## src/rfo_regs.vh

```
// Purpose: Register indices, field positions and reset values of the
//          reference-clear, phase-offset and validation-override bank.
// Assumes: Byte address on the bus is four times the register index.
// Notes:   Definitions only.
`ifndef RFO_REGS_VH
`define RFO_REGS_VH

`define RFO_IDX_W 14
`define RFO_IDX_CLR_AB 14'h0a08
`define RFO_IDX_CLR_CD 14'h0a09
`define RFO_IDX_PHASE_CTL 14'h0a0a
`define RFO_IDX_FORCE_TMO 14'h0a0b
`define RFO_IDX_MON_OVR 14'h0a0c
`define RFO_IDX_MON_BYP 14'h0a0d
`define RFO_IDX_IRQ_STAT 14'h0a0e
`define RFO_IDX_IRQ_MASK 14'h0a0f
`define RFO_IDX_PHASE_VAL 14'h0a10

// Per-input clear fields: low input at bits 2:0, high input at bits 6:4.
`define RFO_CLR_FAULT 0
`define RFO_CLR_FAULT_CLEARED 1
`define RFO_CLR_VALIDATED 2
`define RFO_CLR_HI_OFS 4
`define RFO_CLR_MASK 8'h77

`define RFO_PH_INC 0
`define RFO_PH_DEC 1
`define RFO_PH_ZERO 2
`define RFO_PH_MASK 8'h07

`define RFO_REF_MASK 4'hf
`define RFO_MON_RST 4'h0

// Interrupt status bits.
`define RFO_EV_STEP 0
`define RFO_EV_WRAP 1
`define RFO_EV_FORCE 2
`define RFO_EV_BUSERR 3
`define RFO_EV_W 4
`define RFO_EV_RST 4'h0
`define RFO_EV_MASK_RST 4'h0

`endif

```

## src/rfo_ctrl_bank.v

```verilog
// Purpose: APB register bank that clears reference interrupts, steps the
//          incremental phase offset and overrides reference validation.
// Assumes: One clock, synchronous active-high reset, APB3 master.
// Notes:   Byte address is four times the register index.
`timescale 1ns/100ps
`include "rfo_regs.vh"
module rfo_ctrl_bank #(
  parameter ADDR_W = 16,
  parameter OFS_W = 24,
  parameter STEP_W = 16
) (
  input wire clk,
  input wire srst,
  input wire psel,
  input wire penable,
  input wire pwrite,
  input wire [ADDR_W-1:0] paddr,
  input wire [31:0] pwdata,
  output wire pready,
  output reg [31:0] prdata,
  output wire pslverr,
  input wire [STEP_W-1:0] step_size,
  output reg [3:0] ref_fault_clr,
  output reg [3:0] ref_fault_cleared_clr,
  output reg [3:0] ref_validated_clr,
  output reg [3:0] force_timeout,
  output reg [3:0] mon_override,
  output reg [3:0] mon_bypass,
  output wire [OFS_W-1:0] phase_offset,
  output reg irq
);

  //////////////////////////////////////////////////////////////////////////
  // Bus slave: one wait state, so read data can come from a flip-flop.

  reg ready_q;
  reg err_q;
  reg [31:0] prdata_d;
  reg hit_d;
  wire [`RFO_IDX_W-1:0] idx;
  wire access;
  wire wr_take;
  wire rd_take;
  wire [7:0] wbyte;

  assign idx = paddr[`RFO_IDX_W+1:2];
  assign access = psel && penable;
  assign wr_take = access && ready_q && pwrite && !err_q;
  assign rd_take = access && !ready_q;
  assign wbyte = pwdata[7:0];
  assign pready = ready_q;
  assign pslverr = ready_q && err_q;

  reg [3:0] mon_override_q;
  reg [3:0] mon_bypass_q;
  reg [`RFO_EV_W-1:0] ev_stat_q;
  reg [`RFO_EV_W-1:0] ev_mask_q;
  wire [OFS_W-1:0] offset_w;
  wire wrap_w;

  always @* begin
    prdata_d = 32'h00000000;
    hit_d = 1'b1;
    case (idx)
      // Action registers are write-only and read back as zero.
      `RFO_IDX_CLR_AB: prdata_d = 32'h00000000;
      `RFO_IDX_CLR_CD: prdata_d = 32'h00000000;
      `RFO_IDX_PHASE_CTL: prdata_d = 32'h00000000;
      `RFO_IDX_FORCE_TMO: prdata_d = 32'h00000000;
      `RFO_IDX_MON_OVR: prdata_d = {28'h0000000, mon_override_q};
      `RFO_IDX_MON_BYP: prdata_d = {28'h0000000, mon_bypass_q};
      `RFO_IDX_IRQ_STAT: prdata_d = {28'h0000000, ev_stat_q};
      `RFO_IDX_IRQ_MASK: prdata_d = {28'h0000000, ev_mask_q};
      `RFO_IDX_PHASE_VAL: prdata_d = {{(32-OFS_W){offset_w[OFS_W-1]}}, offset_w};
      default: hit_d = 1'b0;
    endcase
  end

  always @(posedge clk) begin
    if (srst) begin
      ready_q <= 1'b0;
      err_q <= 1'b0;
      prdata <= 32'h00000000;
    end else begin
      ready_q <= rd_take;
      if (rd_take) begin
        err_q <= !hit_d;
        prdata <= (pwrite || !hit_d) ? 32'h00000000 : prdata_d;
      end
    end
  end

  //////////////////////////////////////////////////////////////////////////
  // Action pulses. Each stands exactly one cycle after the write edge.

  wire wr_clr_ab;
  wire wr_clr_cd;
  wire wr_phase;
  wire wr_force;
  reg ph_inc_q;
  reg ph_dec_q;
  reg ph_zero_q;

  assign wr_clr_ab = wr_take && (idx == `RFO_IDX_CLR_AB);
  assign wr_clr_cd = wr_take && (idx == `RFO_IDX_CLR_CD);
  assign wr_phase = wr_take && (idx == `RFO_IDX_PHASE_CTL);
  assign wr_force = wr_take && (idx == `RFO_IDX_FORCE_TMO);

  wire [3:0] fault_clr_d;
  wire [3:0] fault_cleared_clr_d;
  wire [3:0] validated_clr_d;

  genvar g;
  generate
    for (g = 0; g < 2; g = g + 1) begin : g_pair
      // Register g carries input 2g in its low nibble and input 2g+1 in the
      // same place of its high nibble, so both registers decode alike.
      wire pair_wr;
      assign pair_wr = (g == 0) ? wr_clr_ab : wr_clr_cd;
      assign fault_clr_d[2*g] = pair_wr &&
        wbyte[`RFO_CLR_FAULT];
      assign fault_clr_d[2*g+1] = pair_wr &&
        wbyte[`RFO_CLR_HI_OFS+`RFO_CLR_FAULT];
      assign fault_cleared_clr_d[2*g] = pair_wr &&
        wbyte[`RFO_CLR_FAULT_CLEARED];
      assign fault_cleared_clr_d[2*g+1] = pair_wr &&
        wbyte[`RFO_CLR_HI_OFS+`RFO_CLR_FAULT_CLEARED];
      assign validated_clr_d[2*g] = pair_wr &&
        wbyte[`RFO_CLR_VALIDATED];
      assign validated_clr_d[2*g+1] = pair_wr &&
        wbyte[`RFO_CLR_HI_OFS+`RFO_CLR_VALIDATED];
    end
  endgenerate

  // One process owns each clear vector, so no bit has two drivers.
  always @(posedge clk) begin
    if (srst) begin
      ref_fault_clr <= 4'h0;
      ref_fault_cleared_clr <= 4'h0;
      ref_validated_clr <= 4'h0;
    end else begin
      ref_fault_clr <= fault_clr_d;
      ref_fault_cleared_clr <= fault_cleared_clr_d;
      ref_validated_clr <= validated_clr_d;
    end
  end

  // Bits 3 and 7 of the clear registers and the upper bits of the other
  // action registers are simply not looked at.
  always @(posedge clk) begin
    if (srst) begin
      force_timeout <= 4'h0;
      ph_inc_q <= 1'b0;
      ph_dec_q <= 1'b0;
      ph_zero_q <= 1'b0;
    end else begin
      force_timeout <= wr_force ? (wbyte[3:0] & `RFO_REF_MASK) : 4'h0;
      ph_inc_q <= wr_phase && wbyte[`RFO_PH_INC];
      ph_dec_q <= wr_phase && wbyte[`RFO_PH_DEC];
      ph_zero_q <= wr_phase && wbyte[`RFO_PH_ZERO];
    end
  end

  //////////////////////////////////////////////////////////////////////////
  // Static override and bypass levels.

  always @(posedge clk) begin
    if (srst) begin
      mon_override_q <= `RFO_MON_RST;
      mon_bypass_q <= `RFO_MON_RST;
    end else begin
      if (wr_take && (idx == `RFO_IDX_MON_OVR)) begin
        mon_override_q <= wbyte[3:0];
      end
      if (wr_take && (idx == `RFO_IDX_MON_BYP)) begin
        mon_bypass_q <= wbyte[3:0];
      end
    end
  end

  always @* begin
    mon_override = mon_override_q;
    mon_bypass = mon_bypass_q;
  end

  //////////////////////////////////////////////////////////////////////////
  // Phase offset accumulator.

  rfo_phase_accum #(
    .OFS_W(OFS_W),
    .STEP_W(STEP_W)
  ) u_accum (
    .clk(clk),
    .srst(srst),
    .inc_pulse(ph_inc_q),
    .dec_pulse(ph_dec_q),
    .zero_pulse(ph_zero_q),
    .step_size(step_size),
    .offset_q(offset_w),
    .wrap_q(wrap_w)
  );

  assign phase_offset = offset_w;

  //////////////////////////////////////////////////////////////////////////
  // Interrupt status: sticky, write one to clear, a new event beats the
  // clear written in the same cycle so nothing is lost.

  reg step_done_q;
  wire [`RFO_EV_W-1:0] ev_set;
  wire [`RFO_EV_W-1:0] ev_clr;

  assign ev_set = {wr_take_err_pulse(access, ready_q, err_q),
                   |force_timeout, wrap_w, step_done_q};
  assign ev_clr = (wr_take && (idx == `RFO_IDX_IRQ_STAT)) ?
    wbyte[`RFO_EV_W-1:0] : {`RFO_EV_W{1'b0}};

  function wr_take_err_pulse;
    input a;
    input r;
    input e;
    begin
      wr_take_err_pulse = a && r && e;
    end
  endfunction

  always @(posedge clk) begin
    if (srst) begin
      step_done_q <= 1'b0;
      ev_stat_q <= `RFO_EV_RST;
      ev_mask_q <= `RFO_EV_MASK_RST;
      irq <= 1'b0;
    end else begin
      step_done_q <= ph_inc_q || ph_dec_q || ph_zero_q;
      ev_stat_q <= (ev_stat_q & ~ev_clr) | ev_set;
      if (wr_take && (idx == `RFO_IDX_IRQ_MASK)) begin
        ev_mask_q <= wbyte[`RFO_EV_W-1:0];
      end
      irq <= |(((ev_stat_q & ~ev_clr) | ev_set) & ev_mask_q);
    end
  end

endmodule

```

## src/rfo_phase_accum.v

```verilog
// Purpose: Incremental phase offset accumulator stepped by software.
// Assumes: Step size comes from a register on the same clock.
// Notes:   Wraps in two's complement and flags the wrap.
`timescale 1ns/100ps
module rfo_phase_accum #(
  parameter OFS_W = 24,
  parameter STEP_W = 16
) (
  input wire clk,
  input wire srst,
  input wire inc_pulse,
  input wire dec_pulse,
  input wire zero_pulse,
  input wire [STEP_W-1:0] step_size,
  output reg [OFS_W-1:0] offset_q,
  output reg wrap_q
);

  wire [OFS_W-1:0] step_ext;
  wire [OFS_W-1:0] sum_w;
  wire [OFS_W-1:0] diff_w;
  reg [OFS_W-1:0] offset_d;
  reg wrap_d;

  assign step_ext = {{(OFS_W-STEP_W){1'b0}}, step_size};
  assign sum_w = offset_q + step_ext;
  assign diff_w = offset_q - step_ext;

  // Zero wins over any step; an increment and a decrement in one write
  // cancel, so the offset is left alone.
  always @* begin
    offset_d = offset_q;
    wrap_d = 1'b0;
    if (zero_pulse) begin
      offset_d = {OFS_W{1'b0}};
    end else if (inc_pulse && !dec_pulse) begin
      offset_d = sum_w;
      wrap_d = !offset_q[OFS_W-1] && sum_w[OFS_W-1];
    end else if (dec_pulse && !inc_pulse) begin
      offset_d = diff_w;
      wrap_d = offset_q[OFS_W-1] && !diff_w[OFS_W-1];
    end
  end

  always @(posedge clk) begin
    if (srst) begin
      offset_q <= {OFS_W{1'b0}};
      wrap_q <= 1'b0;
    end else begin
      offset_q <= offset_d;
      wrap_q <= wrap_d;
    end
  end

endmodule

```

## config.mk

```make
export PLATFORM = sky130hd
export DESIGN_NAME = rfo_ctrl_bank
export DESIGN_NICKNAME = d
export VERILOG_FILES = /design/src/rfo_ctrl_bank.v /design/src/rfo_phase_accum.v
export VERILOG_INCLUDE_DIRS = /design/src
export SDC_FILE = /design/constraint.sdc
export NUM_CORES = 1
export LEC_CHECK = 0
export BUFFER_PORTS_ARGS = -buffer_cell sky130_fd_sc_hd__buf_4
export CORE_MARGIN = 3
export CORE_UTILIZATION = 58
export CTS_CLUSTER_DIAMETER = 100
export CTS_CLUSTER_SIZE = 25
export DETAILED_ROUTE_END_ITERATION = 16
export GPL_TIMING_DRIVEN = 1
export PLACE_DENSITY = 0.95
export SETUP_SLACK_MARGIN = 0.5
export SYNTH_ARGS = -nofsm -noshare
export SYNTH_HDL_FRONTEND = slang
export SYNTH_HIERARCHICAL = 1
export SYNTH_SLANG_ARGS = --single-unit
```

## constraint.sdc

```tcl
create_clock -name clk -period 5 [get_ports clk]
set_clock_uncertainty 0.15 [all_clocks]
set_input_delay 0.5 -clock clk [delete_from_list [all_inputs] [get_ports clk]]
set_output_delay 0.5 -clock clk [all_outputs]
set_load 0.03 [all_outputs]
```

Yosys cells after proc, flatten, opt, wreduce, memory -nomap -nowiden

Cells that the tools add are included.

Register bits after elaboration: 96
Bits of input ports: 69
Word-level logic and storage cells: 92

Add/subtract/negate cells: 2
Eq/ne operators: 9
Muxes and demuxes: 8
Bitwise logic cells: 5
Reductions and logical operators: 50

Operator list:

| operator               | count |
|---|---|
| $pmux W32 S5           | 1 |
| $eq A14 B12 Y1 const B | 9 |
| $mux W24               | 2 |
| $logic_and A1 B1 Y1    | 34 |
| $mux W32               | 1 |
| $add A24 B16 Y24       | 1 |
| $sub A24 B16 Y24       | 1 |
| $reduce_or A9 Y1       | 1 |
| $and A4 B4 Y4          | 2 |
| $reduce_or A4 Y1       | 2 |
| $logic_not A1 Y1       | 7 |
| $mux W4                | 1 |
| $not A4 Y4             | 1 |
| $or A4 B4 Y4           | 1 |
| $reduce_or A2 Y1       | 2 |
| $logic_or A1 B1 Y1     | 3 |
| $mux W1                | 3 |
| $reduce_bool A2 Y1     | 1 |
| $not A1 Y1             | 1 |

Logic depth before layout (Yosys ltp)

Depth in word-level cells: 11
Gate-level depth with buffers: 14

Hierarchy

Netlist, hierarchy kept.

By module, submodules not included:

| module          | instances | cells an instance | area each (um2) | sequential area each (um2) |
|---|---|---|---|---|
| rfo_phase_accum | 1         | 378               | 2934.1          | 500.5 |
| rfo_ctrl_bank   | 1         | 295               | 2697.6          | 1261.2 |

Worst setup path before layout

Ideal clock, no wire load.

Path kind: register to register
Start: reg u_accum.offset_q[1]
End: reg u_accum.offset_q[23]
Data arrival time: 3.057 ns
Path slack: 1.707 ns
Cell stages (with the launch flop): 12
Path buffers: 0
Period minus slack after synthesis: 3.293 ns
Cell sequence: dfxtp_1 -> ha_1 -> nand2b_1 -> a2111o_1 -> a311o_1 -> and4_1 -> o21bai_1 -> nor4b_1 -> ha_1 -> nor2_1 -> a211oi_1 -> a211oi_1

Word-level cells in the longest chain between the ends: 3
Elaborated cells on any way between the ends: 4
Classes of those cells: 2 x add/sub; 2 x mux

RTL lines:

| what                   | line                 | text |
|---|---|---|
| from (decl)            | rfo_phase_accum.v:15 | `output reg [OFS_W-1:0] offset_q,` |
| from (signal assigned) | rfo_phase_accum.v:47 | `offset_q <= {OFS_W{1'b0}};` |
| from (signal assigned) | rfo_phase_accum.v:50 | `offset_q <= offset_d;` |
| $sub A24 B16 Y24       | rfo_phase_accum.v:27 | `assign diff_w = offset_q - step_ext;` |
| $mux W24               | rfo_phase_accum.v:39 | `end else if (dec_pulse && !inc_pulse) begin` |
| $mux W24 *             | rfo_phase_accum.v:36 | `end else if (inc_pulse && !dec_pulse) begin` |

Every way passes the cells marked *; elsewhere a longest branch is shown, timed or not. The select of a mux whose other input is x is not followed.
A chain may end at the register's enable or synchronous reset.

Worst setup path in the final report

Same ends and word-level chain as after synthesis.

==> flow_metrics.py <==
metrics = {
    "yosys": {
        "syn_avg_cell_area_um2": 8.37,
        "synth-warning-count": 6,
        "yosysUniqueCellTypes": 88,
        "syn_inst": 673,
        "synth_flop_cell": "dfxtp_1",
        "synth_seq_area_share_pct": 31.3,
        "synth_fp_nets": 780,
        "syn_area_mm2": 0.00563,
        "synth_edf_count": 0,
        "synthArstFlopShare_pct": 0,
        "ys_seq_elements": 88,
    },
    "final_layout": {
        "nets": 882,
        "fin_cells": 909,
        "syn_to_final_growth_pct": 19.1,
        "drive_gt1_share_pct": 22.7,
        "utilization_pct": 71.9,
        "diodes": 0,
    },
    "sta": {
        "report.final.slew_viol_count": 0,
        "rsz0062_at_grt": "no",
        "fin_crit_ns": 3.56,
        "slew_headroom_pct": 26.9,
        "setup_viol": 0,
        "fin_crit_sh_pct": 71.2,
        "timing.setup.tns_ns": 0,
        "clock.fmax_mhz": 281,
        "tightest_slew_ns": 1.10,
        "finalHoldViolCount": 0,
    },
    "power": {
        "p_switching_mw": 0.389,
        "p_sw_share_pct": 29.1,
        "power.share.clock_pct": 38.0,
        "ir_drop_v": 0.000137,
        "p_seq_share_pct": 52.7,
        "total_leakage_power_nw": 2.80,
        "power.internal_mw": 0.946,
        "combinationalPowerShare_pct": 9.4,
        "power_density_mw_per_mm2": 199,
    },
    "floorplan": {
        "die_w_um": 105,
        "start_util_pct": 60.4,
        "ios": 152,
        "rows": 35,
        "core_mm2": 0.00933,
        "die_h_um": 105,
        "dieArea_mm2": 0.0109,
    },
    "detailed_routing": {
        "routed_via_density": 6.43,
        "antenna_left": 0,
        "drtIter0Drc": 498,
        "dr.pass1.iters": 6,
        "via_count": 5841,
        "drc": 0,
        "drt-total-wl_um": 16900,
        "post_drt_wl_per_cell_um": 18.6,
    },
    "clocking": {
        "htreeDepth": 3,
        "clkSlewWorstSetupHoldPaths_ns": 0.11,
        "ctsResizeCount": 0,
        "postCtsHoldBufs": 0,
        "cts_root_buf": "clkbuf_8",
        "clkSinkCount": 88,
        "insertion_delay_ns": 0.38,
        "tritoncts": "built",
        "cts_made_buffers": 9,
        "post_cts_buffers": 0,
        "clockBufferDepth": 2,
    },
    "critical_path": {
        "rrSetupSlack_ns": 1.44,
        "crit_arrival_ns": 3.71,
        "cp_num_buf_inv": 0,
        "path_max_fanout": 6,
        "cp-end-kind": "flop",
        "start_kind": "flop",
        "cp.required_ns": 5.15,
        "cp_cell_sequence": "ha_1 > nand2b_1 > a2111o_1 > a311o_1 > and4_1 > o21bai_1 > nor4b_1 > ha_1 > nor2_1 > a211oi_1 > a211oi_1",
        "slowest_stage": "dfxtp_1",
        "slowest_delay_ns": 0.48,
        "path_class": "reg2reg",
        "critPathTopFamily": "compound AO/OA/AOI/OAI gates",
    },
    "global_routing": {
        "track_usage_pct": 29.9,
        "antenna_found_initial": 0,
        "grt_pass1_wl_um": 27000,
        "grt_max_degree": 57,
        "grt_overflow_total": 0,
        "grt_pass1_vias": 5588,
    },
    "placement": {
        "place_congestion": 0.974,
        "place_inst": 893,
        "hpwl_um": 11900,
        "portBuffers": 124,
    },
    "hold_path": {
        "hold_class": "in2reg",
    },
    "status": {
        "status": "finished clean",
    },
    "run": {
        "cap_violations": 0,
    },
}
[metrics by stage]
stage                     total power [mW]  instance area, µm²  hold WS (ns)  worst slack, ns
after floorplan                      0.790                5630         0.311             1.71
after global placement               0.837                6510         0.309             1.33
after detailed placement             0.840                6510         0.301             1.23
after CTS                             1.34                6710         0.202             1.50
after global routing                  1.38                6710         0.211             1.19
final                                 1.34                6710         0.210             1.44
[registers in the layout (all words and copies together) (netlist names), 4 cells and up]
signal and cells:
mon_override 4, ref_fault_clr 4, ref_validated_clr 4, ev_mask_q 4, force_timeout 4, mon_bypass 4
u_accum/offset_q 24, prdata 24, ref_fault_cleared_clr 4, ev_stat_q 4
[routing by layer]
layer | track usage [%] | wire length (µm) | vias up
li1 | - | - | 2689
met1 | 36.0 | 6760 | 2738
met2 | 51.1 | 8090 | 339
met3 | 6.11 | 1470 | 75
met4 | 14.1 | 579 | 0
met5 | 0 | 0 | -
[worst paths after layout]
kind	endpoint	depth (start not counted)	start
worst max register to register	u_accum/offset_q[23]	11	u_accum/offset_q[1]
worst max-delay path	u_accum/offset_q[23]	11	u_accum/offset_q[1]
worst min register to register	prdata[0]	2	prdata[0]
worst min-delay path	ref_validated_clr[1]	3	pwdata[6]
[synth_stat cells (5+ instances only)]
cell type	instances	area, µm²
nand2b_1	16	100
ha_1	36	450
o21ai_1	7	35.0
xnor2_1	6	52.6
a31oi_1	10	62.6
clkbuf_1	14	52.6
buf_2	6	30.0
nor2b_1	9	56.3
or2_2	8	50.1
nand4_1	5	31.3
a21oi_1	40	200
inv_1	44	165
a21o_1	8	60.1
mux2i_1	10	100
and2_1	9	56.3
nor4_1	7	43.8
nor2_1	72	270
nand2_1	24	90.1
a32oi_1	20	175
o21ai_0	33	165
a211o_1	6	52.6
buf_4	8	60.1
o21bai_1	5	37.5
dfxtp_1	88	1760
a222oi_1	5	50.1
nand3_1	27	135
or3_1	9	56.3
nor3_1	26	130
a211oi_1	11	82.6
[cell type report]
type                    count  area [µm²]
clock buffers               9         124
clock inverters             7        70.1
fillers                   681        2620
inverters                  46         173
multi-input cells         504        3470
flip-flops and latches     88        1760
well taps                 129         161
repair buffers            126         946
[power by group through the flow]
| stage | registers, mW | logic, mW | clock network (mW) |
|---|---|---|---|
| after global routing | 0.704 | 0.134 | 0.539 |
| after CTS | 0.703 | 0.122 | 0.510 |
| after global placement | 0.720 | 0.117 | 0 |
| after detailed placement | 0.719 | 0.121 | 0 |
| final | 0.703 | 0.125 | 0.507 |
| after floorplan | 0.719 | 0.0705 | 0 |
[kinds of logic (layout without fill, tap and decap cells)]
kind of cell | count (synthesis) | in the layout | share of synthesized area (%)
and+or+nand+nor | 249 | 249 | 24.2
AOI/OAI and AO/OA | 200 | 200 | 25.8
DFF | 88 | 88 | 31.3
buffers and inverters | 81 | 188 | 7.13
adders and majority gates | 38 | 38 | 8.71
muxes | 10 | 10 | 1.78
xor gates and xnor gates | 7 | 7 | 1.09
[layout by cell type (no fill, tap or decap), types with 5 or more instances in the layout]
master / instances
dfxtp_1: 88
or3_1: 9
o21bai_1: 5
nor4_1: 7
o21ai_0: 33
a21o_1: 8
a32oi_1: 20
inv_1: 44
mux2i_1: 10
a222oi_1: 5
nand2_1: 24
ha_1: 36
nand3_1: 27
o21ai_1: 7
and2_1: 9
buf_4: 126
a31oi_1: 10
or2_2: 8
nand4_1: 5
xnor2_1: 6
a211oi_1: 11
nor2b_1: 9
a211o_1: 6
nor3_1: 26
nand2b_1: 16
nor2_1: 71
a21oi_1: 40
clkbuf_8: 9
[worst register-to-register path: cells and delay by family (launching register included)]
| kind | cells | cell delay, ns |
|---|---|---|
| AND/OR/NAND/NOR | 4 | 0.81 |
| AO/OA/AOI/OAI | 5 | 1.46 |
| adder cells (fa/ha/maj) | 2 | 0.59 |
| flip-flops | 1 | 0.48 |
Note: power is estimated with default switching activity, not from simulation.
